[config.mk]
export PLATFORM = sky130hd
export DESIGN_NAME = idf_top
export DESIGN_NICKNAME = d
export VERILOG_FILES = /design/src/rtl/idf_pkg.sv /design/src/rtl/idf_point_filter.sv /design/src/rtl/idf_top.sv
export SDC_FILE = /design/constraint.sdc
export NUM_CORES = 2
export LEC_CHECK = 0
export BUFFER_PORTS_ARGS = -buffer_cell sky130_fd_sc_hd__buf_2
export CAP_MARGIN = 20
export CORE_MARGIN = 10
export CORE_UTILIZATION = 37
export CTS_CLUSTER_DIAMETER = 150
export DETAILED_ROUTE_END_ITERATION = 7
export HOLD_SLACK_MARGIN = 0.12
export PLACE_DENSITY = 0.57
export SLEW_MARGIN = 20
export SYNTH_ARGS = -nofsm -noshare
export SYNTH_HDL_FRONTEND = slang
export SYNTH_HIERARCHICAL = 1
export SYNTH_SLANG_ARGS = --single-unit
[constraint.sdc]
create_clock -name SYS_CLK -period 5.1 [get_ports SYS_CLK]
set_input_delay 0.51 -clock SYS_CLK [delete_from_list [all_inputs] [get_ports SYS_CLK]]
set_output_delay 0.51 -clock SYS_CLK [all_outputs]
set_load 0.005 [all_outputs]
[src/rtl/idf_pkg.sv]
// Overview of operation
// - a point changes state only after the new level held for the filter time
// - a level that reverts before the filter time ends is discarded silently
// - timestamps are taken only for transitions that passed the filter
// - event and plain transitions go through the same filter
// - each point has separate off-to-on and on-to-off filter times
// - configured flag stays set until module reset or power cycle
// - owned flag is true only while an owner connection exists
// - reset request returns the module to power-up state, closing connections
// - major and minor fault shown, cause memory fault, backplane fault or none
// - fault and status data are sent together with point data
package idf_pkg;
  localparam int NUM_POINTS = 16;
  localparam int ADDR_W = 8;
  localparam int FT_W = 16;
  // timebase: filter times and timestamps count microseconds
  localparam int CLK_MHZ = 25;
  localparam int TICK_NS = 1000;
  localparam int TICK_CYCLES = (TICK_NS * CLK_MHZ) / 1000;
  localparam int STARTUP_CYCLES = 2;
  // register byte offsets
  localparam logic [7:0] OFS_CTRL = 8'h00;
  localparam logic [7:0] OFS_STATUS = 8'h04;
  localparam logic [7:0] OFS_POINTS = 8'h08;
  localparam logic [7:0] OFS_INT_STATUS = 8'h0c;
  localparam logic [7:0] OFS_INT_MASK = 8'h10;
  localparam logic [7:0] OFS_TIME = 8'h14;
  localparam logic [7:0] OFS_FILT_BASE = 8'h40;
  localparam logic [7:0] OFS_TS_BASE = 8'h80;
  // control bits
  localparam int CTRL_CONFIG_BIT = 0;
  localparam int CTRL_RESET_BIT = 1;
  // status bits
  localparam int ST_CONFIGURED = 0;
  localparam int ST_OWNED = 1;
  localparam int ST_MAJOR = 2;
  localparam int ST_MINOR = 3;
  localparam int ST_CAUSE_LO = 4;
  localparam int ST_W = 6;
  // fault cause codes
  localparam logic [1:0] CAUSE_NONE = 2'h0;
  localparam logic [1:0] CAUSE_NVM = 2'h1;
  localparam logic [1:0] CAUSE_BKPL = 2'h2;
  // reset values
  localparam logic [31:0] FILT_RESET = 32'h0000_0000;
  localparam logic [15:0] MASK_RESET = 16'h0000;
endpackage

[src/rtl/idf_point_filter.sv]
`timescale 1ns/100ps
module idf_point_filter #(
  parameter int FT_W = 16
) (
  // clock and reset
  input wire logic clk,
  input wire logic rst,
  // control
  input wire logic prime,
  input wire logic us_tick,
  input wire logic [FT_W-1:0] t_on,
  input wire logic [FT_W-1:0] t_off,
  // sampled level and result
  input wire logic sample,
  output logic state,
  output logic accept
);
  logic [FT_W-1:0] cnt;
  logic [FT_W-1:0] limit;

  assign limit = state ? t_off : t_on;

  // qualification counter and reported state
  always_ff @(posedge clk) begin
    if (rst) begin
      state <= 1'b0;
      cnt <= '0;
      accept <= 1'b0;
    end else if (prime) begin
      state <= sample;
      cnt <= '0;
      accept <= 1'b0;
    end else if (sample == state) begin
      cnt <= '0;
      accept <= 1'b0;
    end else if ((limit == '0) || ((cnt >= limit) && us_tick)) begin
      // the first tick may come at once, so wait one tick past the limit
      state <= sample;
      cnt <= '0;
      accept <= 1'b1;
    end else begin
      // saturates at the limit, so a held level never wraps
      if (us_tick) begin
        cnt <= cnt + 1'b1;
      end
      accept <= 1'b0;
    end
  end
endmodule

[src/rtl/idf_top.sv]
// Our own choices: register access over APB and the placing of the registers.
`timescale 1ns/100ps
module idf_top
  import idf_pkg::*;
#(
  parameter int NPTS = idf_pkg::NUM_POINTS
) (
  // clock and reset
  input wire logic SYS_CLK,
  input wire logic RESET_N,
  // apb slave
  input wire logic PSEL,
  input wire logic PENABLE,
  input wire logic PWRITE,
  input wire logic [idf_pkg::ADDR_W-1:0] PADDR,
  input wire logic [31:0] PWDATA,
  output logic [31:0] PRDATA,
  output logic PREADY,
  output logic PSLVERR,
  // field inputs and backplane status pins
  input wire logic [NPTS-1:0] IN_RAW,
  input wire logic OWNER_CONN,
  input wire logic NVM_FAULT,
  input wire logic BKPL_FAULT,
  // point data and multicast
  output logic [NPTS-1:0] POINT_STATE,
  output logic MCAST_VALID,
  output logic [NPTS-1:0] MCAST_POINTS,
  output logic [idf_pkg::ST_W-1:0] MCAST_STATUS,
  // module status
  output logic CONFIGURED,
  output logic OWNED,
  output logic CONN_CLOSE,
  output logic IRQ
);
  import idf_pkg::*;

  // startup sequence: let the synchronisers fill, prime once, then run
  typedef enum logic [2:0] {
    boot_fill = 3'b001,
    boot_prime = 3'b010,
    boot_run = 3'b100
  } idf_boot_t;

  idf_boot_t boot, next_boot;
  logic soft_rst;
  logic rst;
  logic [NPTS-1:0] raw_s1, raw_s2;
  logic [2:0] pin_s1, pin_s2;
  logic [1:0] init_cnt;
  logic prime;
  logic [7:0] tick_cnt;
  logic us_tick;
  logic [31:0] time_us;
  logic [31:0] filt [NPTS];
  logic [31:0] stamp [NPTS];
  logic [NPTS-1:0] filt_state, accept;
  logic [NPTS-1:0] int_status, int_mask;
  logic [ST_W-1:0] status, status_q;
  logic configured;
  logic access, wr_en;
  logic [31:0] next_rdata;
  logic next_slverr;

  // index of a per-point window, used by read and write decode
  function automatic logic [3:0] pt_idx(input logic [ADDR_W-1:0] a);
    pt_idx = a[5:2];
  endfunction

  // true when the address falls in a 16-word window at base
  function automatic logic in_win(input logic [ADDR_W-1:0] a, input logic [7:0] base);
    in_win = (a[7:6] == base[7:6]) && (a[1:0] == 2'h0);
  endfunction

  // reset request acts like a power cycle
  assign rst = !RESET_N || soft_rst;
  assign access = PSEL && PENABLE && !PREADY;
  assign wr_en = PSEL && PENABLE && PREADY && PWRITE;

  // reset request pulse; survives only its own cycle
  always_ff @(posedge SYS_CLK) begin
    if (!RESET_N) begin
      soft_rst <= 1'b0;
    end else begin
      soft_rst <= wr_en && (PADDR == OFS_CTRL) && PWDATA[CTRL_RESET_BIT];
    end
  end

  // two-flop synchronisers for field and backplane pins
  always_ff @(posedge SYS_CLK) begin
    if (rst) begin
      raw_s1 <= '0;
      raw_s2 <= '0;
      pin_s1 <= 3'h0;
      pin_s2 <= 3'h0;
    end else begin
      raw_s1 <= IN_RAW;
      raw_s2 <= raw_s1;
      pin_s1 <= {BKPL_FAULT, NVM_FAULT, OWNER_CONN};
      pin_s2 <= pin_s1;
    end
  end

  // startup state and fill counter
  always_ff @(posedge SYS_CLK) begin
    if (rst) begin
      init_cnt <= 2'h0;
      boot <= boot_fill;
    end else begin
      boot <= next_boot;
      if (boot == boot_fill) begin
        init_cnt <= init_cnt + 2'h1;
      end
    end
  end

  // prime once the synchronisers hold real pin levels
  always_comb begin
    next_boot = boot;
    case (boot)
      boot_fill: begin
        if (init_cnt == 2'(STARTUP_CYCLES - 1)) begin
          next_boot = boot_prime;
        end
      end
      boot_prime: begin
        next_boot = boot_run;
      end
      boot_run: begin
        next_boot = boot_run;
      end
      default: begin
        next_boot = boot_fill;
      end
    endcase
  end

  // single prime pulse; a filter primed early would load reset zeros
  assign prime = (boot == boot_prime);

  // microsecond tick and running time for stamps
  always_ff @(posedge SYS_CLK) begin
    if (rst) begin
      tick_cnt <= 8'h00;
      us_tick <= 1'b0;
      time_us <= 32'h0000_0000;
    end else begin
      us_tick <= (tick_cnt == 8'(TICK_CYCLES - 1));
      if (tick_cnt == 8'(TICK_CYCLES - 1)) begin
        tick_cnt <= 8'h00;
        time_us <= time_us + 32'h1;
      end else begin
        tick_cnt <= tick_cnt + 8'h1;
      end
    end
  end

  // one filter per point; no event path bypasses it
  for (genvar i = 0; i < NPTS; i++) begin : g_pt
    idf_point_filter #(.FT_W(FT_W)) u_filt (
      .clk(SYS_CLK),
      .rst(rst),
      .prime(prime),
      .us_tick(us_tick),
      .t_on(filt[i][FT_W-1:0]),
      .t_off(filt[i][16+FT_W-1:16]),
      .sample(raw_s2[i]),
      .state(filt_state[i]),
      .accept(accept[i])
    );
  end

  // per point filter times written by software
  always_ff @(posedge SYS_CLK) begin
    if (rst) begin
      for (int i = 0; i < NPTS; i++) begin
        filt[i] <= FILT_RESET;
      end
    end else if (wr_en && in_win(PADDR, OFS_FILT_BASE)) begin
      filt[pt_idx(PADDR)] <= PWDATA;
    end
  end

  always_ff @(posedge SYS_CLK) begin
    if (rst) begin
      for (int i = 0; i < NPTS; i++) begin
        stamp[i] <= 32'h0000_0000;
      end
    end else begin
      for (int i = 0; i < NPTS; i++) begin
        if (accept[i]) begin
          stamp[i] <= time_us;
        end
      end
    end
  end

  always_ff @(posedge SYS_CLK) begin
    if (rst) begin
      configured <= 1'b0;
    end else if (wr_en && (PADDR == OFS_CTRL) && PWDATA[CTRL_CONFIG_BIT]) begin
      configured <= 1'b1;
    end
  end

  // owned follows the live connection; fault cause
  always_comb begin
    status = '0;
    status[ST_CONFIGURED] = configured;
    status[ST_OWNED] = pin_s2[0];
    status[ST_MAJOR] = pin_s2[1];
    status[ST_MINOR] = pin_s2[2];
    if (pin_s2[1]) begin
      status[ST_CAUSE_LO +: 2] = CAUSE_NVM;
    end else if (pin_s2[2]) begin
      status[ST_CAUSE_LO +: 2] = CAUSE_BKPL;
    end else begin
      status[ST_CAUSE_LO +: 2] = CAUSE_NONE;
    end
  end

  // sticky events, set wins over the write-one clear
  always_ff @(posedge SYS_CLK) begin
    if (rst) begin
      int_status <= '0;
    end else if (wr_en && (PADDR == OFS_INT_STATUS)) begin
      int_status <= (int_status & ~PWDATA[NPTS-1:0]) | accept;
    end else begin
      int_status <= int_status | accept;
    end
  end

  // interrupt mask
  always_ff @(posedge SYS_CLK) begin
    if (rst) begin
      int_mask <= MASK_RESET;
    end else if (wr_en && (PADDR == OFS_INT_MASK)) begin
      int_mask <= PWDATA[NPTS-1:0];
    end
  end

  // previous status word, to spot a change worth a frame
  always_ff @(posedge SYS_CLK) begin
    if (rst) begin
      status_q <= '0;
    end else begin
      status_q <= status;
    end
  end

  // a frame on every point change, status change or priming
  always_ff @(posedge SYS_CLK) begin
    if (rst) begin
      MCAST_VALID <= 1'b0;
    end else begin
      MCAST_VALID <= (|accept) || (status != status_q) || prime;
    end
  end

  always_ff @(posedge SYS_CLK) begin
    if (rst) begin
      MCAST_POINTS <= '0;
    end else begin
      MCAST_POINTS <= filt_state;
    end
  end

  // status travels with the point data
  always_ff @(posedge SYS_CLK) begin
    if (rst) begin
      MCAST_STATUS <= '0;
    end else begin
      MCAST_STATUS <= status;
    end
  end

  // filtered point states to the pins
  always_ff @(posedge SYS_CLK) begin
    if (!RESET_N) begin
      POINT_STATE <= '0;
    end else begin
      POINT_STATE <= filt_state;
    end
  end

  // configured flag to its pin, one cycle behind the flag
  always_ff @(posedge SYS_CLK) begin
    if (!RESET_N) begin
      CONFIGURED <= 1'b0;
    end else begin
      CONFIGURED <= configured;
    end
  end

  // connection dropped while the reset runs
  always_ff @(posedge SYS_CLK) begin
    if (!RESET_N) begin
      OWNED <= 1'b0;
    end else begin
      OWNED <= status[ST_OWNED] && !soft_rst;
    end
  end

  // level interrupt from unmasked sticky bits
  always_ff @(posedge SYS_CLK) begin
    if (!RESET_N) begin
      IRQ <= 1'b0;
    end else begin
      IRQ <= |(int_status & int_mask);
    end
  end

  // close pulse while the module resets
  always_ff @(posedge SYS_CLK) begin
    if (!RESET_N) begin
      CONN_CLOSE <= 1'b0;
    end else begin
      CONN_CLOSE <= soft_rst;
    end
  end

  // read decode
  always_comb begin
    next_rdata = 32'h0000_0000;
    next_slverr = 1'b0;
    if (in_win(PADDR, OFS_FILT_BASE)) begin
      next_rdata = filt[pt_idx(PADDR)];
    end else if (in_win(PADDR, OFS_TS_BASE)) begin
      next_rdata = stamp[pt_idx(PADDR)];
    end else begin
      case (PADDR)
        OFS_CTRL: next_rdata = 32'h0000_0000;
        OFS_STATUS: next_rdata[ST_W-1:0] = status;
        OFS_POINTS: next_rdata[NPTS-1:0] = filt_state;
        OFS_INT_STATUS: next_rdata[NPTS-1:0] = int_status;
        OFS_INT_MASK: next_rdata[NPTS-1:0] = int_mask;
        OFS_TIME: next_rdata = time_us;
        default: next_slverr = 1'b1;
      endcase
    end
  end

  // apb answer one cycle into the access phase
  always_ff @(posedge SYS_CLK) begin
    if (rst) begin
      PREADY <= 1'b0;
      PRDATA <= 32'h0000_0000;
      PSLVERR <= 1'b0;
    end else begin
      PREADY <= access;
      PSLVERR <= access && next_slverr;
      if (access && !PWRITE) begin
        PRDATA <= next_rdata;
      end
    end
  end
endmodule

==> out/results.ini <==
[logic_synthesis]
synth-main-ff-cell = sky130_fd_sc_hd__edfxtp_1
synth-seq-area-share_pct = 53.5
synth.top_cell.area_share_pct = 40.7
synthesized_netlist_net_count = 6440
yosysMostFrequentCell = sky130_fd_sc_hd__edfxtp_1
asyncSetResetFlopFracSynth_pct = 0
syn-cell-area_sq_um = 75500
synth.top_cells.by_area = sky130_fd_sc_hd__edfxtp_1, sky130_fd_sc_hd__dfxtp_1, sky130_fd_sc_hd__mux4_2, sky130_fd_sc_hd__and2_1, sky130_fd_sc_hd__ha_1
synth_edf_count = 1024
yosysWarningCount = 6
synth.avg_cell_area_sq_um = 12.4
yosys.area.top_type = sky130_fd_sc_hd__edfxtp_1
flip_flop_and_latch_count_after_synthesis = 1506
synth.lib_cells_used.distinct = 85
post_synth_inst_count = 6100
netlist_top_cells_count = sky130_fd_sc_hd__edfxtp_1, sky130_fd_sc_hd__and2_1, sky130_fd_sc_hd__dfxtp_1

[worst_setup_path]
cp-end-kind = flop
worstPathCellList = buf_4 -> mux2i_1 -> ha_1 -> a21oi_1 -> o21ai_0 -> a221oi_2 -> nand3_2 -> nor2_1
cpMaxStageDelayCell = sky130_fd_sc_hd__dfxtp_1
worst-endpoint-arrival_ns = 4.14
critPathLaunchType = flop
worstPathMaxFanout = 17
worst_path_largest_cell_delay_ns = 0.92
worstSetupPathType = reg2reg
crit_required_ns = 5.86

[power]
power.ir.vdd_worst_mv = 0.401
power_density_nw_per_um2 = 329
power.static_leakage_nw = 30.7

[clock_tree]
cts_tree = done
cts_buffers = 170
worst_skew_pair.late_latency_ns = 0.85
postCtsResizedCells = 0
cts_sinks = 1506
cell_chosen_for_the_clock_root = sky130_fd_sc_hd__clkbuf_16
htree_num_levels = 4
ctsLongestPathBuffers = 3
path_clk_slew_ns = 0.06

[floorplan]
die_area_sq_um = 223000
initial_utilization_pct = 37.3
chipWidth_um = 472
std_cell_rows = 165
floorplan.core_area_sq_um = 203000
die-height_um = 472
io_pins = 141

[placed_design]
detailed_place_hpwl_mm = 188
place_inst = 8626
routabilityCongestion = 0.995
count_of_input_and_output_buffers = 140

[finish]
post_layout_nonfiller_instances = 8976
area_delta_synth_final_pct = 12.1
fin_nets = 6488
drive_above_1_share_pct = 16.7

[grt]
globalRouteOverflowTotal = 0
antenna_violations_before_repair = 41
number_of_global_route_vias_before_repair = 50289
track_usage_pct = 23.4
grt_start_max_net_pins = 164
grt_first_pass_wirelength_mm = 380

[routing]
route.detailed.drc = 0
drt_pre_antenna_iters = 6
num_vias = 52490
route.detailed.wl_per_inst_um = 30.0
routed_via_density = 5.85
dr.first_iter.drc_count = 7077
detail_route.wirelength_mm = 269
postRouteAntennaNets = 0

[sta]
rsz0062_at_grt = no
min_period_ns = 3.38
final_max_slew_viol_count = 0
timing.max_slew.rel_slack_pct = 23.9
clock-skew-final_ns = 0.0347
finalSetupViolCount = 0
worstMarginPinSlew_ns = 1.13
final_hold_violation_count = 0
post-route-period-util_pct = 66.2
maximum_frequency_from_static_timing_analysis_ghz = 0.296
setup_tns_ns = 0

[run_status]
result_of_the_run = finished clean

[run]
max-cap-violations = 0

[worst_hold_path]
min-delay-path-class = in2reg

-- layout by cell type (no fill, tap or decap), types with 116 or more instances in the layout --
master / instances
sky130_fd_sc_hd__xor2_1: 175
sky130_fd_sc_hd__a21oi_1: 167
sky130_fd_sc_hd__dfxtp_1: 474
sky130_fd_sc_hd__nor2_1: 366
sky130_fd_sc_hd__mux4_2: 241
sky130_fd_sc_hd__nor3_1: 116
sky130_fd_sc_hd__nand2_1: 234
sky130_fd_sc_hd__ha_1: 276
sky130_fd_sc_hd__nand4_1: 170
sky130_fd_sc_hd__nand3_1: 163
sky130_fd_sc_hd__clkbuf_16: 179
sky130_fd_sc_hd__mux2i_1: 344
sky130_fd_sc_hd__and2_1: 647
sky130_fd_sc_hd__buf_2: 138
sky130_fd_sc_hd__edfxtp_1: 1024
sky130_fd_sc_hd__and3_1: 353
-- path summary, 6_finish.rpt --
kind / startpoint / end / slack, ns / depth (start not counted)
worst max-delay path: g_pt[15].u_filt/state$_SDFFE_PP0P_ / g_pt[15].u_filt/cnt[2]$_SDFFE_PP0P_ / 1.72 / 8
worst max register to register: g_pt[15].u_filt/state$_SDFFE_PP0P_ / g_pt[15].u_filt/cnt[2]$_SDFFE_PP0P_ / 1.72 / 8
worst min-delay path: PWDATA[9] / int_mask[9]$_SDFFE_PP0P_ / 0.24 / 3
worst min register to register: raw_s1[2]$_SDFF_PP0_ / raw_s2[2]$_SDFF_PP0_ / 0.42 / 1
-- final cells by class --
class / instances / area, sq um
clock buffer: 242 / 4980
inverter: 69 / 262
timing repair buffer: 277 / 1930
multi-input combinational: 4124 / 33000
clock inverter: 76 / 696
fill: 18562 / 118000
antenna: 10 / 25.0
tap: 2672 / 3340
sequential: 1506 / 40400
-- layer usage --
metal	part of all wire [%]	GRT usage (%)	vias to the layer above
li1	-	-	22864
met1	40	31.4	26431
met2	45	36.1	2595
met3	8.8	4.21	590
met4	6.1	12.3	10
met5	0.022	0.0213	-
-- kinds of logic after synthesis --
logic type / synth area share, %
AO/OA/AOI/OAI: 4.68
XOR/XNOR: 3.34
adder cells (fa/ha/maj): 4.57
buffers and inverters: 3.05
flip-flops: 53.5
multiplexers: 12.3
AND/OR/NAND/NOR: 18.5
-- state kept, by name, indices dropped and copies added, names as in the netlist, 5 cells and up --
register / count
POINT_STATE: 16
PRDATA: 32
int_mask: 16
g_pt.u_filt/cnt: 256
filt: 512
raw_s2: 16
stamp: 512
time_us: 32
g_pt.u_filt/state: 16
MCAST_STATUS: 5
int_status: 16
MCAST_POINTS: 16
tick_cnt: 8
raw_s1: 16
g_pt.u_filt/accept: 16
-- repair_timing --
item	CTS	global route
setup buffers	0	0
hold endpoints to repair	20	0
hold buffers	21	0
-- critical path: cells and delay by family (launching register included) --
kind            cells  cell delay, ns
flops               1            0.92
simple gates        2            0.70
compound gates      3            0.62
buf+inv             1            0.36
mux                 1            0.35
fa+ha+maj           1            0.31
-- through the flow --
stage | util, % | hold slack [ns] | cell area (sq um) | power (mW) | worst slack (ns)
after global routing | 41.8 | 0.186 | 84600 | 28.5 | 1.51
after detailed placement | 38.9 | 0.413 | 78700 | 15.5 | 1.52
after global placement | 38.8 | 0.407 | 78700 | 15.5 | 1.49
after CTS | 41.8 | 0.180 | 84600 | 27.9 | 1.68
final | 41.8 | 0.239 | 84600 | 27.8 | 1.72
after floorplan | - | 0.406 | 75500 | 14.7 | 0.774
-- report_power, final --
group	switching (mW)	internal (mW)	total [mW]
logic	1.15	0.551	1.70
registers	0.278	13.3	13.6
clock network	5.21	7.30	12.5
No activity file was read; power rests on OpenSTA's default activity.
